<file path="src/common/irq_event_pkg.sv">
`default_nettype none
package irq_event_pkg;

   // ---------------------------------------------------------------
   // sizes
   // ---------------------------------------------------------------
   localparam int unsigned NUM_PINS  = 8;
   localparam int unsigned NUM_DEST  = 15;
   localparam int unsigned ADDR_W    = 8;
   localparam int unsigned SYNC_LEN  = 2;

   // ---------------------------------------------------------------
   // register byte offsets
   // ---------------------------------------------------------------
   localparam logic [7:0] OFS_PRIO_LOW   = 8'h00;
   localparam logic [7:0] OFS_PRIO_HIGH  = 8'h04;
   localparam logic [7:0] OFS_RISE_EN    = 8'h08;
   localparam logic [7:0] OFS_FALL_EN    = 8'h0C;
   localparam logic [7:0] OFS_ROUTE_00   = 8'h10;
   localparam logic [7:0] OFS_ROUTE_16   = 8'h14;
   localparam logic [7:0] OFS_REQ_FLAGS  = 8'h18;
   localparam logic [7:0] OFS_REQ_MASK   = 8'h1C;

   // ---------------------------------------------------------------
   // reset values
   // ---------------------------------------------------------------
   localparam logic [7:0] RST_PRIO       = 8'hFF;
   localparam logic [7:0] RST_EDGE_EN    = 8'h00;
   localparam logic [3:0] RST_ROUTE      = 4'h0;
   localparam logic [7:0] RST_FLAGS      = 8'h00;
   localparam logic [7:0] RST_MASK       = 8'h00;

   // ---------------------------------------------------------------
   // link codes, bus answers and lowest level
   // ---------------------------------------------------------------
   localparam logic [3:0] CODE_OFF       = 4'h0;
   localparam logic [3:0] CODE_ADC       = 4'h1;
   localparam logic [3:0] CODE_TIMER0    = 4'h2;
   localparam logic [1:0] RESP_OKAY      = 2'h0;
   localparam logic [1:0] RESP_SLVERR    = 2'h2;
   localparam logic [1:0] LVL_LOWEST     = 2'h3;

endpackage
`default_nettype wire

</file>
<file path="src/rtl/ext_irq_edge_event_link.sv">
// The AXI4-Lite slave port and the register addresses were decided locally.
`timescale 1ns/1ps
`default_nettype none
// Operation
// priority bits: high in second, low first
// code 00 highest, 11 lowest priority
// rise and fall enables, bit n pin n
// enables 00 off, 01 fall, 10 rise, 11 both
// select register: 4-bit code, upper bits unused
// code zero disables, nonzero forwards event
// generator 0 routes pin 0 edge
// valid edge sets request flag
// code 0010 timer input, 0001 converter start
// synchronised pin, one-cycle event, same cycle
module ext_irq_edge_event_link
   import irq_event_pkg::*;
(
   // clock and reset
   input  wire logic                clk,
   input  wire logic                rst_n,
   // external interrupt pins and generator 16 event
   input  wire logic [NUM_PINS-1:0] ext_irq_pin,
   input  wire logic                timer0_count_end,
   // destination trigger pulses, bit k-1 for link code k
   output logic      [NUM_DEST-1:0] dest_trigger,
   // interrupt to the core
   output logic                     irq,
   output logic      [1:0]          irq_level,
   output logic      [2:0]          irq_pin,
   // axi4-lite write address
   input  wire logic                s_axil_awvalid,
   output logic                     s_axil_awready,
   input  wire logic [ADDR_W-1:0]   s_axil_awaddr,
   input  wire logic [2:0]          s_axil_awprot,
   // axi4-lite write data
   input  wire logic                s_axil_wvalid,
   output logic                     s_axil_wready,
   input  wire logic [31:0]         s_axil_wdata,
   input  wire logic [3:0]          s_axil_wstrb,
   // axi4-lite write response
   output logic                     s_axil_bvalid,
   input  wire logic                s_axil_bready,
   output logic      [1:0]          s_axil_bresp,
   // axi4-lite read address
   input  wire logic                s_axil_arvalid,
   output logic                     s_axil_arready,
   input  wire logic [ADDR_W-1:0]   s_axil_araddr,
   input  wire logic [2:0]          s_axil_arprot,
   // axi4-lite read data
   output logic                     s_axil_rvalid,
   input  wire logic                s_axil_rready,
   output logic      [31:0]         s_axil_rdata,
   output logic      [1:0]          s_axil_rresp
);

   // ---------------------------------------------------------------
   // state
   // ---------------------------------------------------------------
   typedef struct packed {
      logic [7:0]          prio_lo;
      logic [7:0]          prio_hi;
      logic [7:0]          rise_en;
      logic [7:0]          fall_en;
      logic [3:0]          route00;
      logic [3:0]          route16;
      logic [7:0]          flag;
      logic [7:0]          mask;
      logic                awready;
      logic                aw_got;
      logic [ADDR_W-1:0]   awaddr;
      logic                wready;
      logic                w_got;
      logic [31:0]         wdata;
      logic [3:0]          wstrb;
      logic                bvalid;
      logic [1:0]          bresp;
      logic                arready;
      logic                rvalid;
      logic [31:0]         rdata;
      logic [1:0]          rresp;
      logic [NUM_DEST-1:0] dest;
      logic                irq;
      logic [1:0]          lvl;
      logic [2:0]          pin;
   } state_t;

   localparam state_t ST_RESET = '{
      prio_lo : RST_PRIO,
      prio_hi : RST_PRIO,
      rise_en : RST_EDGE_EN,
      fall_en : RST_EDGE_EN,
      route00 : RST_ROUTE,
      route16 : RST_ROUTE,
      flag    : RST_FLAGS,
      mask    : RST_MASK,
      awready : 1'b1,
      wready  : 1'b1,
      arready : 1'b1,
      default : '0
   };

   state_t              st_q;
   state_t              st_d;
   logic [NUM_PINS-1:0] edge_w;
   logic [NUM_PINS-1:0] pend;
   logic [1:0]          best_lvl;
   logic [2:0]          best_pin;
   logic                found;
   logic [7:0]          wbyte;

   // ---------------------------------------------------------------
   // decode helpers
   // ---------------------------------------------------------------
   function automatic logic [1:0] prio_level(input logic [7:0] hi,
                                             input logic [7:0] lo,
                                             input logic [2:0] idx);
      return {hi[idx], lo[idx]};
   endfunction

   function automatic logic is_mapped(input logic [ADDR_W-1:0] a);
      case (a)
         OFS_PRIO_LOW, OFS_PRIO_HIGH, OFS_RISE_EN, OFS_FALL_EN,
         OFS_ROUTE_00, OFS_ROUTE_16, OFS_REQ_FLAGS, OFS_REQ_MASK:
            return 1'b1;
         default:
            return 1'b0;
      endcase
   endfunction

   // a zero code never selects a destination
   function automatic logic [NUM_DEST-1:0] route_pulse(input logic [3:0] code,
                                                       input logic       ev);
      logic [NUM_DEST-1:0] r;
      r = '0;
      if (ev && code != CODE_OFF) begin
         r[code - 4'h1] = 1'b1;
      end
      return r;
   endfunction

   function automatic logic [31:0] read_word(input logic [ADDR_W-1:0] a,
                                             input state_t            s);
      case (a)
         OFS_PRIO_LOW:  return {24'h000000, s.prio_lo};
         OFS_PRIO_HIGH: return {24'h000000, s.prio_hi};
         OFS_RISE_EN:   return {24'h000000, s.rise_en};
         OFS_FALL_EN:   return {24'h000000, s.fall_en};
         OFS_ROUTE_00:  return {28'h0000000, s.route00};
         OFS_ROUTE_16:  return {28'h0000000, s.route16};
         OFS_REQ_FLAGS: return {24'h000000, s.flag};
         OFS_REQ_MASK:  return {24'h000000, s.mask};
         default:       return 32'h00000000;
      endcase
   endfunction

   // ---------------------------------------------------------------
   // pin edge detectors
   // ---------------------------------------------------------------
   for (genvar g = 0; g < NUM_PINS; g++) begin : g_pin
      pin_edge_detect u_det (
         .clk        (clk),
         .rst_n      (rst_n),
         .pin        (ext_irq_pin[g]),
         .rise_en    (st_q.rise_en[g]),
         .fall_en    (st_q.fall_en[g]),
         .edge_pulse (edge_w[g])
      );
   end

   // ---------------------------------------------------------------
   // next state
   // ---------------------------------------------------------------
   always_comb begin
      st_d     = st_q;
      pend     = '0;
      best_lvl = LVL_LOWEST;
      best_pin = 3'h0;
      found    = 1'b0;
      wbyte    = st_q.wdata[7:0];

      // routing pulses leave in the same cycle the flag is raised
      st_d.dest = route_pulse(st_q.route00, edge_w[0])
                | route_pulse(st_q.route16, timer0_count_end);

      // write channels are taken independently, in either order
      if (s_axil_awvalid && st_q.awready) begin
         st_d.aw_got = 1'b1;
         st_d.awaddr = s_axil_awaddr;
      end
      if (s_axil_wvalid && st_q.wready) begin
         st_d.w_got = 1'b1;
         st_d.wdata = s_axil_wdata;
         st_d.wstrb = s_axil_wstrb;
      end
      if (st_q.bvalid && s_axil_bready) begin
         st_d.bvalid = 1'b0;
      end
      if (st_q.aw_got && st_q.w_got && !st_q.bvalid) begin
         st_d.aw_got = 1'b0;
         st_d.w_got  = 1'b0;
         st_d.bvalid = 1'b1;
         st_d.bresp  = is_mapped(st_q.awaddr) ? RESP_OKAY : RESP_SLVERR;
         // only byte lane 0 carries register bits
         if (st_q.wstrb[0]) begin
            case (st_q.awaddr)
               OFS_PRIO_LOW:  st_d.prio_lo = wbyte;
               OFS_PRIO_HIGH: st_d.prio_hi = wbyte;
               OFS_RISE_EN:   st_d.rise_en = wbyte;
               OFS_FALL_EN:   st_d.fall_en = wbyte;
               OFS_ROUTE_00:  st_d.route00 = wbyte[3:0];
               OFS_ROUTE_16:  st_d.route16 = wbyte[3:0];
               OFS_REQ_FLAGS: st_d.flag    = st_q.flag & ~wbyte;
               OFS_REQ_MASK:  st_d.mask    = wbyte;
               default:       st_d.flag    = st_q.flag;
            endcase
         end
      end
      // a new edge beats a write-one-to-clear in the same cycle
      st_d.flag    = st_d.flag | edge_w;
      st_d.awready = !st_d.aw_got;
      st_d.wready  = !st_d.w_got;

      // read: answer registered on the edge that takes the address
      if (s_axil_arvalid && st_q.arready) begin
         st_d.rvalid = 1'b1;
         st_d.rdata  = read_word(s_axil_araddr, st_q);
         st_d.rresp  = is_mapped(s_axil_araddr) ? RESP_OKAY : RESP_SLVERR;
      end else if (st_q.rvalid && s_axil_rready) begin
         st_d.rvalid = 1'b0;
      end
      st_d.arready = !st_d.rvalid;

      // interrupt: lowest level number wins, ties to the lower pin
      pend     = st_d.flag & st_d.mask;
      st_d.irq = |pend;
      for (int i = NUM_PINS - 1; i >= 0; i--) begin
         if (pend[i] && (!found ||
             prio_level(st_d.prio_hi, st_d.prio_lo, 3'(i)) <= best_lvl))
         begin
            found    = 1'b1;
            best_lvl = prio_level(st_d.prio_hi, st_d.prio_lo, 3'(i));
            best_pin = 3'(i);
         end
      end
      st_d.lvl = best_lvl;
      st_d.pin = best_pin;
   end

   always_ff @(posedge clk or negedge rst_n) begin
      if (!rst_n) begin
         st_q <= ST_RESET;
      end else begin
         st_q <= st_d;
      end
   end

   // ---------------------------------------------------------------
   // outputs
   // ---------------------------------------------------------------
   assign dest_trigger   = st_q.dest;
   assign irq            = st_q.irq;
   assign irq_level      = st_q.lvl;
   assign irq_pin        = st_q.pin;
   assign s_axil_awready = st_q.awready;
   assign s_axil_wready  = st_q.wready;
   assign s_axil_bvalid  = st_q.bvalid;
   assign s_axil_bresp   = st_q.bresp;
   assign s_axil_arready = st_q.arready;
   assign s_axil_rvalid  = st_q.rvalid;
   assign s_axil_rdata   = st_q.rdata;
   assign s_axil_rresp   = st_q.rresp;

   // ---------------------------------------------------------------
   // checks
   // ---------------------------------------------------------------
   logic has_lvl0;
   always_comb begin
      has_lvl0 = 1'b0;
      for (int i = 0; i < NUM_PINS; i++) begin
         if (st_q.flag[i] && st_q.mask[i] &&
             prio_level(st_q.prio_hi, st_q.prio_lo, 3'(i)) == 2'h0) begin
            has_lvl0 = 1'b1;
         end
      end
   end

   a_flag_set:
   assert property (@(posedge clk) disable iff (!rst_n)
      (|edge_w) |=> ((st_q.flag & $past(edge_w)) == $past(edge_w)))
      else $error("edge did not raise its request flag");

   a_route_timer0:
   assert property (@(posedge clk) disable iff (!rst_n)
      (edge_w[0] && st_q.route00 == CODE_TIMER0)
      |=> dest_trigger[1] && st_q.flag[0])
      else $error("pin 0 edge not routed to timer channel 0");

   a_route_adc:
   assert property (@(posedge clk) disable iff (!rst_n)
      (edge_w[0] && st_q.route00 == CODE_ADC) |=> dest_trigger[0])
      else $error("pin 0 edge did not start the converter");

   a_route_off:
   assert property (@(posedge clk) disable iff (!rst_n)
      (st_q.route00 == CODE_OFF && st_q.route16 == CODE_OFF)
      |=> dest_trigger == '0)
      else $error("event forwarded while link disabled");

   a_route_once:
   assert property (@(posedge clk) disable iff (!rst_n)
      (dest_trigger != '0) |-> $past(edge_w[0] || timer0_count_end))
      else $error("trigger pulse without a source event");

   a_irq_level:
   assert property (@(posedge clk) disable iff (!rst_n)
      irq |-> irq_level == prio_level(st_q.prio_hi, st_q.prio_lo, irq_pin))
      else $error("reported level does not match priority bits");

   a_prio_zero:
   assert property (@(posedge clk) disable iff (!rst_n)
      has_lvl0 |-> irq && irq_level == 2'h0)
      else $error("level 0 request not chosen first");

   a_sel_width:
   assert property (@(posedge clk) disable iff (!rst_n)
      (s_axil_arvalid && s_axil_arready && s_axil_araddr == OFS_ROUTE_00)
      |=> s_axil_rvalid && s_axil_rdata[31:4] == '0)
      else $error("select register upper bits not zero");

   // flags only fall in the cycle that performs a bus write
   a_flag_sticky:
   assert property (@(posedge clk) disable iff (!rst_n)
      !(st_q.aw_got && st_q.w_got)
      |=> (st_q.flag & $past(st_q.flag)) == $past(st_q.flag))
      else $error("request flag dropped without a clear");

   a_lvl3_only:
   assert property (@(posedge clk) disable iff (!rst_n)
      (irq && irq_level == LVL_LOWEST)
      |-> (st_q.flag & st_q.mask & ~(st_q.prio_hi & st_q.prio_lo)) == '0)
      else $error("lowest level chosen over a higher one");

   a_route16_adc:
   assert property (@(posedge clk) disable iff (!rst_n)
      (timer0_count_end && st_q.route16 == CODE_ADC) |=> dest_trigger[0])
      else $error("generator 16 event did not start the converter");

   a_route16_timer:
   assert property (@(posedge clk) disable iff (!rst_n)
      (timer0_count_end && st_q.route16 == CODE_TIMER0) |=> dest_trigger[1])
      else $error("generator 16 event not routed to timer channel 0");

endmodule // ext_irq_edge_event_link
`default_nettype wire

</file>
<file path="src/rtl/pin_edge_detect.sv">
`timescale 1ns/1ps
`default_nettype none
module pin_edge_detect
   import irq_event_pkg::*;
(
   // clock and reset
   input  wire logic clk,
   input  wire logic rst_n,
   // pin and edge selection
   input  wire logic pin,
   input  wire logic rise_en,
   input  wire logic fall_en,
   // one-cycle detected edge
   output logic      edge_pulse
);

   typedef struct packed {
      logic [SYNC_LEN-1:0] sync;
      logic                prev;
   } det_t;

   det_t det_q;
   det_t det_d;

   // ---------------------------------------------------------------
   // synchroniser: sync[0] is only read by sync[1]
   // ---------------------------------------------------------------
   always_comb begin
      det_d      = det_q;
      det_d.sync = {det_q.sync[SYNC_LEN-2:0], pin};
      det_d.prev = det_q.sync[SYNC_LEN-1];
   end

   always_ff @(posedge clk or negedge rst_n) begin
      if (!rst_n) begin
         det_q <= '0;
      end else begin
         det_q <= det_d;
      end
   end

   always_comb begin
      edge_pulse = (rise_en &  det_q.sync[SYNC_LEN-1] & ~det_q.prev)
                 | (fall_en & ~det_q.sync[SYNC_LEN-1] &  det_q.prev);
   end

   // ---------------------------------------------------------------
   // checks
   // ---------------------------------------------------------------
   a_rise_detect:
   assert property (@(posedge clk) disable iff (!rst_n)
      ($rose(pin) && rise_en) ##1 rise_en ##1 rise_en |-> edge_pulse)
      else $error("rising edge not detected");

   a_fall_detect:
   assert property (@(posedge clk) disable iff (!rst_n)
      ($fell(pin) && fall_en) ##1 fall_en ##1 fall_en |-> edge_pulse)
      else $error("falling edge not detected");

   a_no_detect:
   assert property (@(posedge clk) disable iff (!rst_n)
      (!rise_en && !fall_en) |-> !edge_pulse)
      else $error("edge reported while detection disabled");

   // the next pulse follows the pin one and two edges back, not the
   // present pin, so toggling every cycle must not trip this check
   a_one_pulse:
   assert property (@(posedge clk) disable iff (!rst_n)
      edge_pulse && $past(pin) == $past(pin, 2) |=> !edge_pulse)
      else $error("edge pulse longer than one cycle");

endmodule // pin_edge_detect
`default_nettype wire

</file>
<file path="config.mk">
export PLATFORM = sky130hd
export DESIGN_NAME = ext_irq_edge_event_link
export DESIGN_NICKNAME = d
export VERILOG_FILES = /design/src/common/irq_event_pkg.sv /design/src/rtl/ext_irq_edge_event_link.sv /design/src/rtl/pin_edge_detect.sv
export SDC_FILE = /design/constraint.sdc
export NUM_CORES = 1
export LEC_CHECK = 0
export ABC_AREA = 0
export BUFFER_PORTS_ARGS = -buffer_cell sky130_fd_sc_hd__buf_2
export CORE_MARGIN = 4
export CORE_UTILIZATION = 45
export CTS_CLUSTER_SIZE = 40
export DETAILED_ROUTE_END_ITERATION = 10
export PLACE_DENSITY = 0.68
export RECOVER_POWER = 50
export SLEW_MARGIN = 20
export SYNTH_ARGS = -nofsm -noshare
export SYNTH_HDL_FRONTEND = slang
export SYNTH_SLANG_ARGS = --single-unit
</file>
<file path="constraint.sdc">
create_clock -name clk -period 14.8 [get_ports clk]
set_input_delay 1.48 -clock clk [delete_from_list [all_inputs] [get_ports clk]]
set_output_delay 1.48 -clock clk [all_outputs]
set_load 0.01 [all_outputs]
</file>
==> results.md <==
Status:
- The run finished, with violations left.
- The checks that failed: max-capacitance violations, max-slew violations.

Critical path:
- The critical path class is flop to flop.
- In this design, the stage delay of the slowest critical-path cell is 710 ps.
- The worst setup path is captured at a flop.
- The slowest stage of the critical path is the nor3_2 cell.
- The slack of the worst reg-to-reg path is 3900 ps.
- The startpoint of the most critical register-to-register path is st_q[99].
- The endpoint identified for the worst register-to-register timing path is irq_pin[1].
- The startpoint type of the worst setup path is a flop.
- Along the worst path, the maximum fanout reaches 8.
- Data on the critical path is required at its endpoint by 15130 ps.
- The cell count of the worst reg-to-reg path is 47.
- STA puts the critical path data arrival time at 11230 ps.

Power and ir drop:
- Dividing total power by cell area gives a power density of 143 nW/um2.
- The worst-case IR drop observed on VDD is 85.2 uV.
- The analysis attributes to cell leakage a power of 0.00355 uW.

STA:
- The max-slew violation total from the final report is 138.
- Of the available clock period, the critical path in the final layout requires 73.7%.
- Setup violations remaining at the end of the flow were counted as 0.
- In this run the tightest slew margin relative to its limit is -199%.
- Between clock sinks in the finished design, the worst skew comes to 8.83 ps.
- The smallest clock period supported by the final layout is computed as 10900 ps.
- For this run, the top clock speed supported by timing is 91.7 MHz.
- Setup repair after global routing left no endpoint under its margin.
- The transition at the pin with the smallest max-transition slack is 4480 ps.
- The total negative slack is 0 ps.
- The final count of hold timing violations is 0.

Yosys:
- The number of enable-type register cells in the synthesized netlist is 0.
- The post-synthesis average cell area is 11.4 um2.
- Summing the areas of all compound-gate instances in the mapped netlist gives 13.8% of the synthesized area.
- In this run, synthesis produced a sequential element count of 135.
- Sorting the synthesized cells by area gives the leading types as dfrtp_1 (45%), mux2_2 (9.5%), dfstp_2 (7.7%).
- Synthesis produced a netlist whose cell count is 573.
- In the synthesized netlist, mux cells make up 11.8% of the area.
- Of all cell types, the one taking the most synthesized area is dfrtp_1.
- The share of the synthesized netlist area taken by xor and xnor gates is 0.269%.
- For this run, the leading register cell type out of synthesis is dfrtp_1.
- The share of flip-flops with an asynchronous set or reset is 100%.
- The dominant cell by count in the synthesized netlist is dfrtp_1.
- By count the netlist is led by dfrtp_1 (116), buf_4 (56), mux2_2 (55).
- The synthesis warning total is 0.
- The portion of synthesized cell area occupied by the leading cell type is 44.6%.
- The share of synthesized area occupied by flip-flops and latches is 52.3%.
- The synthesized netlist devotes 9.89% of its cell area to simple gates.
- The adder-cell area share of the yosys netlist is 2.69%.
- The number of distinct library cells after synthesis is 64.
- The synthesized area is 6500 um2.
- After synthesis, the largest family of logic cells by area is compound AO/OA/AOI/OAI gates.

Final layout:
- The final core utilization is 52.7%.
- The count of non-filler cells in the finished layout is 826.
- The number of antenna diodes in the final layout is 0.
- At the end of the flow, the number of nets in the layout was 721.
- Compared with the post-synthesis result, the final layout area differs by 13.8%.
- In the final layout, the share of cells above drive strength 1 is 29.7%.

Placement:
- The count of buffers added on input and output ports is 76.
- In this run, placement finished with an instance count of 794.
- Detailed placement finished with a half-perimeter wire length of 10.2 mm.
- The congestion estimate from routability-driven global placement came to 0.846.

CTS:
- The deepest clock path buffer count is 2.
- At the later pin of the worst-skew pair, clock insertion delay measures 420 ps.
- The post-CTS clock slew at the launch and capture registers of the worst setup and hold paths is 60 ps.
- The number of clock sinks is 135.
- The CTS H-tree depth is 4.
- Gates resized during post-CTS repair numbered 0.
- The number of hold buffers added after CTS is 0.
- The count of buffers added by post-CTS timing repair for setup is 0.
- The root buffer cell chosen for the clock tree is clkbuf_16.
- TritonCTS built the clock tree.
- The number of buffers inserted during clock tree synthesis is 17.

Drt:
- The count of nets left with antenna violations once routing finished came out at 0.
- The number of search-and-repair iterations in the first detailed-routing pass is 6.
- After detailed routing, the number of remaining DRC violations is 0.
- The via count is 4483.
- The number of vias per cell after detailed routing is 5.43.
- The first-iteration detailed-routing DRC count is 338.
- Dividing the detail-routed wire length by the instance count gives 17.4 um.
- The total routed wirelength is 14.4 mm.

GRT:
- The overall global routing resource usage is 18.2%.
- The via count of the first global-routing pass came to 4532.
- The first global-routing pass estimated 23.2 mm of wire.
- The initial antenna violation count is 0.
- The maximum number of pins on one net before global-route repair is 88.
- The global-route congestion overflow total is 0.

Worst hold path:
- In this run the most critical hold path is launched from g_pin[4].u_det.det_d[2].
- The worst hold path was traced through 0 stages.
- For hold timing, the worst endpoint is g_pin[4].u_det.det_d[0].
- The classification of the worst-slack hold path is flop to flop.

Floorplanning:
- The I/O pin total is 136.
- The floorplan step set the die height to 128 um.
- The number of rows in the core area is 43.
- The die is 128 um wide.
- The placeable core region is 14000 um2.
- The initial cell density of the core is 46.3%.
- The floorplan die area is 16400 um2.

Job:
- Across the run, the number of max-cap violations was 2.
## cells by family after synthesis
group / after synthesis
adders and majority gates: 14
muxes: 68
other: 1
AOI/OAI and AO/OA: 128
buffers and inverters: 102
DFF: 135
and+or+nand+nor: 123
xor gates and xnor gates: 2
## area by class of cell
type,instances,area (um2)
repair buffers,82,407
clock inverters,12,176
clock buffers,20,447
fillers,1236,6640
flip-flops and latches,135,3400
well taps,180,225
multi-input cells,361,2610
inverters,36,135
## stage by stage
step	power [uW]	hold WS (ps)	instance area, um2	worst slack (ps)
after floorplan	575	331	6600	5340
after global placement	617	333	6810	4220
after detailed placement	625	335	6810	3920
after CTS	1070	348	7440	3890
after global routing	1110	353	7400	3020
final	1060	347	7400	3900
## routing by layer
| layer | vias up | wire (um) | track usage (%) |
|---|---|---|---|
| met3 | 22 | 689 | 3.75 |
| met2 | 136 | 7070 | 29.8 |
| met5 | - | 0 | 0 |
| met4 | 0 | 305 | 7.74 |
| met1 | 2199 | 6330 | 23.5 |
| li1 | 2126 | - | - |
## worst max-delay path by stage
| stage | from | to | slack [ps] |
|---|---|---|---|
| global placement | st_q[99] | irq_pin[1] | 4220 |
| CTS | st_q[99] | irq_pin[1] | 3890 |
| global route | s_axil_bvalid | irq_pin[1] | 3020 |
| floorplan | st_q[99] | irq_pin[1] | 5340 |
| finish | st_q[99] | irq_pin[1] | 3900 |
| detailed placement | st_q[99] | irq_pin[1] | 3920 |
## sequential cells by signal, summed over array words and instances (netlist names)
signal and flops:
s_axil_awready 1, g_pin.u_det.det_q 8, s_axil_arready 1, s_axil_bresp 1, s_axil_rdata 8, dest_trigger 15
s_axil_rvalid 1, irq_level 2, s_axil_bvalid 1, s_axil_rresp 1, irq_pin 3, s_axil_wready 1
g_pin.u_det.det_d 16, st_q 75, irq 1
## critical path: cells and delay by family, from the launching register on
family	cells	cell delay [ps]
buffers and inverters	2	230
adder cells (fa/ha/maj)	7	2020
AND/OR/NAND/NOR	10	2590
flip-flops	1	400
AO/OA/AOI/OAI	26	4830
multiplexers	2	730
## where the power goes
| part | internal, uW | switching, uW | total [uW] |
|---|---|---|---|
| logic | 60.4 | 72.5 | 133 |
| registers | 427 | 57.7 | 485 |
| clock network | 286 | 156 | 442 |
## layout by cell type, fill, tap and decap left out, drive strengths merged, types with 8 or more instances in the layout
master and count:
mux2i 12, conb 26, dfrtp 116, nand3 8, dfstp 19, a21o 9
a22oi 19, nand2 45, a31oi 8, o22ai 19, ha 14, o21ai 18
clkbuf 27, inv 35, nor4 8, mux2 56, a21oi 20, nor2 18
nand3b 10, buf 75
Power figures use the tool's default switching activity.
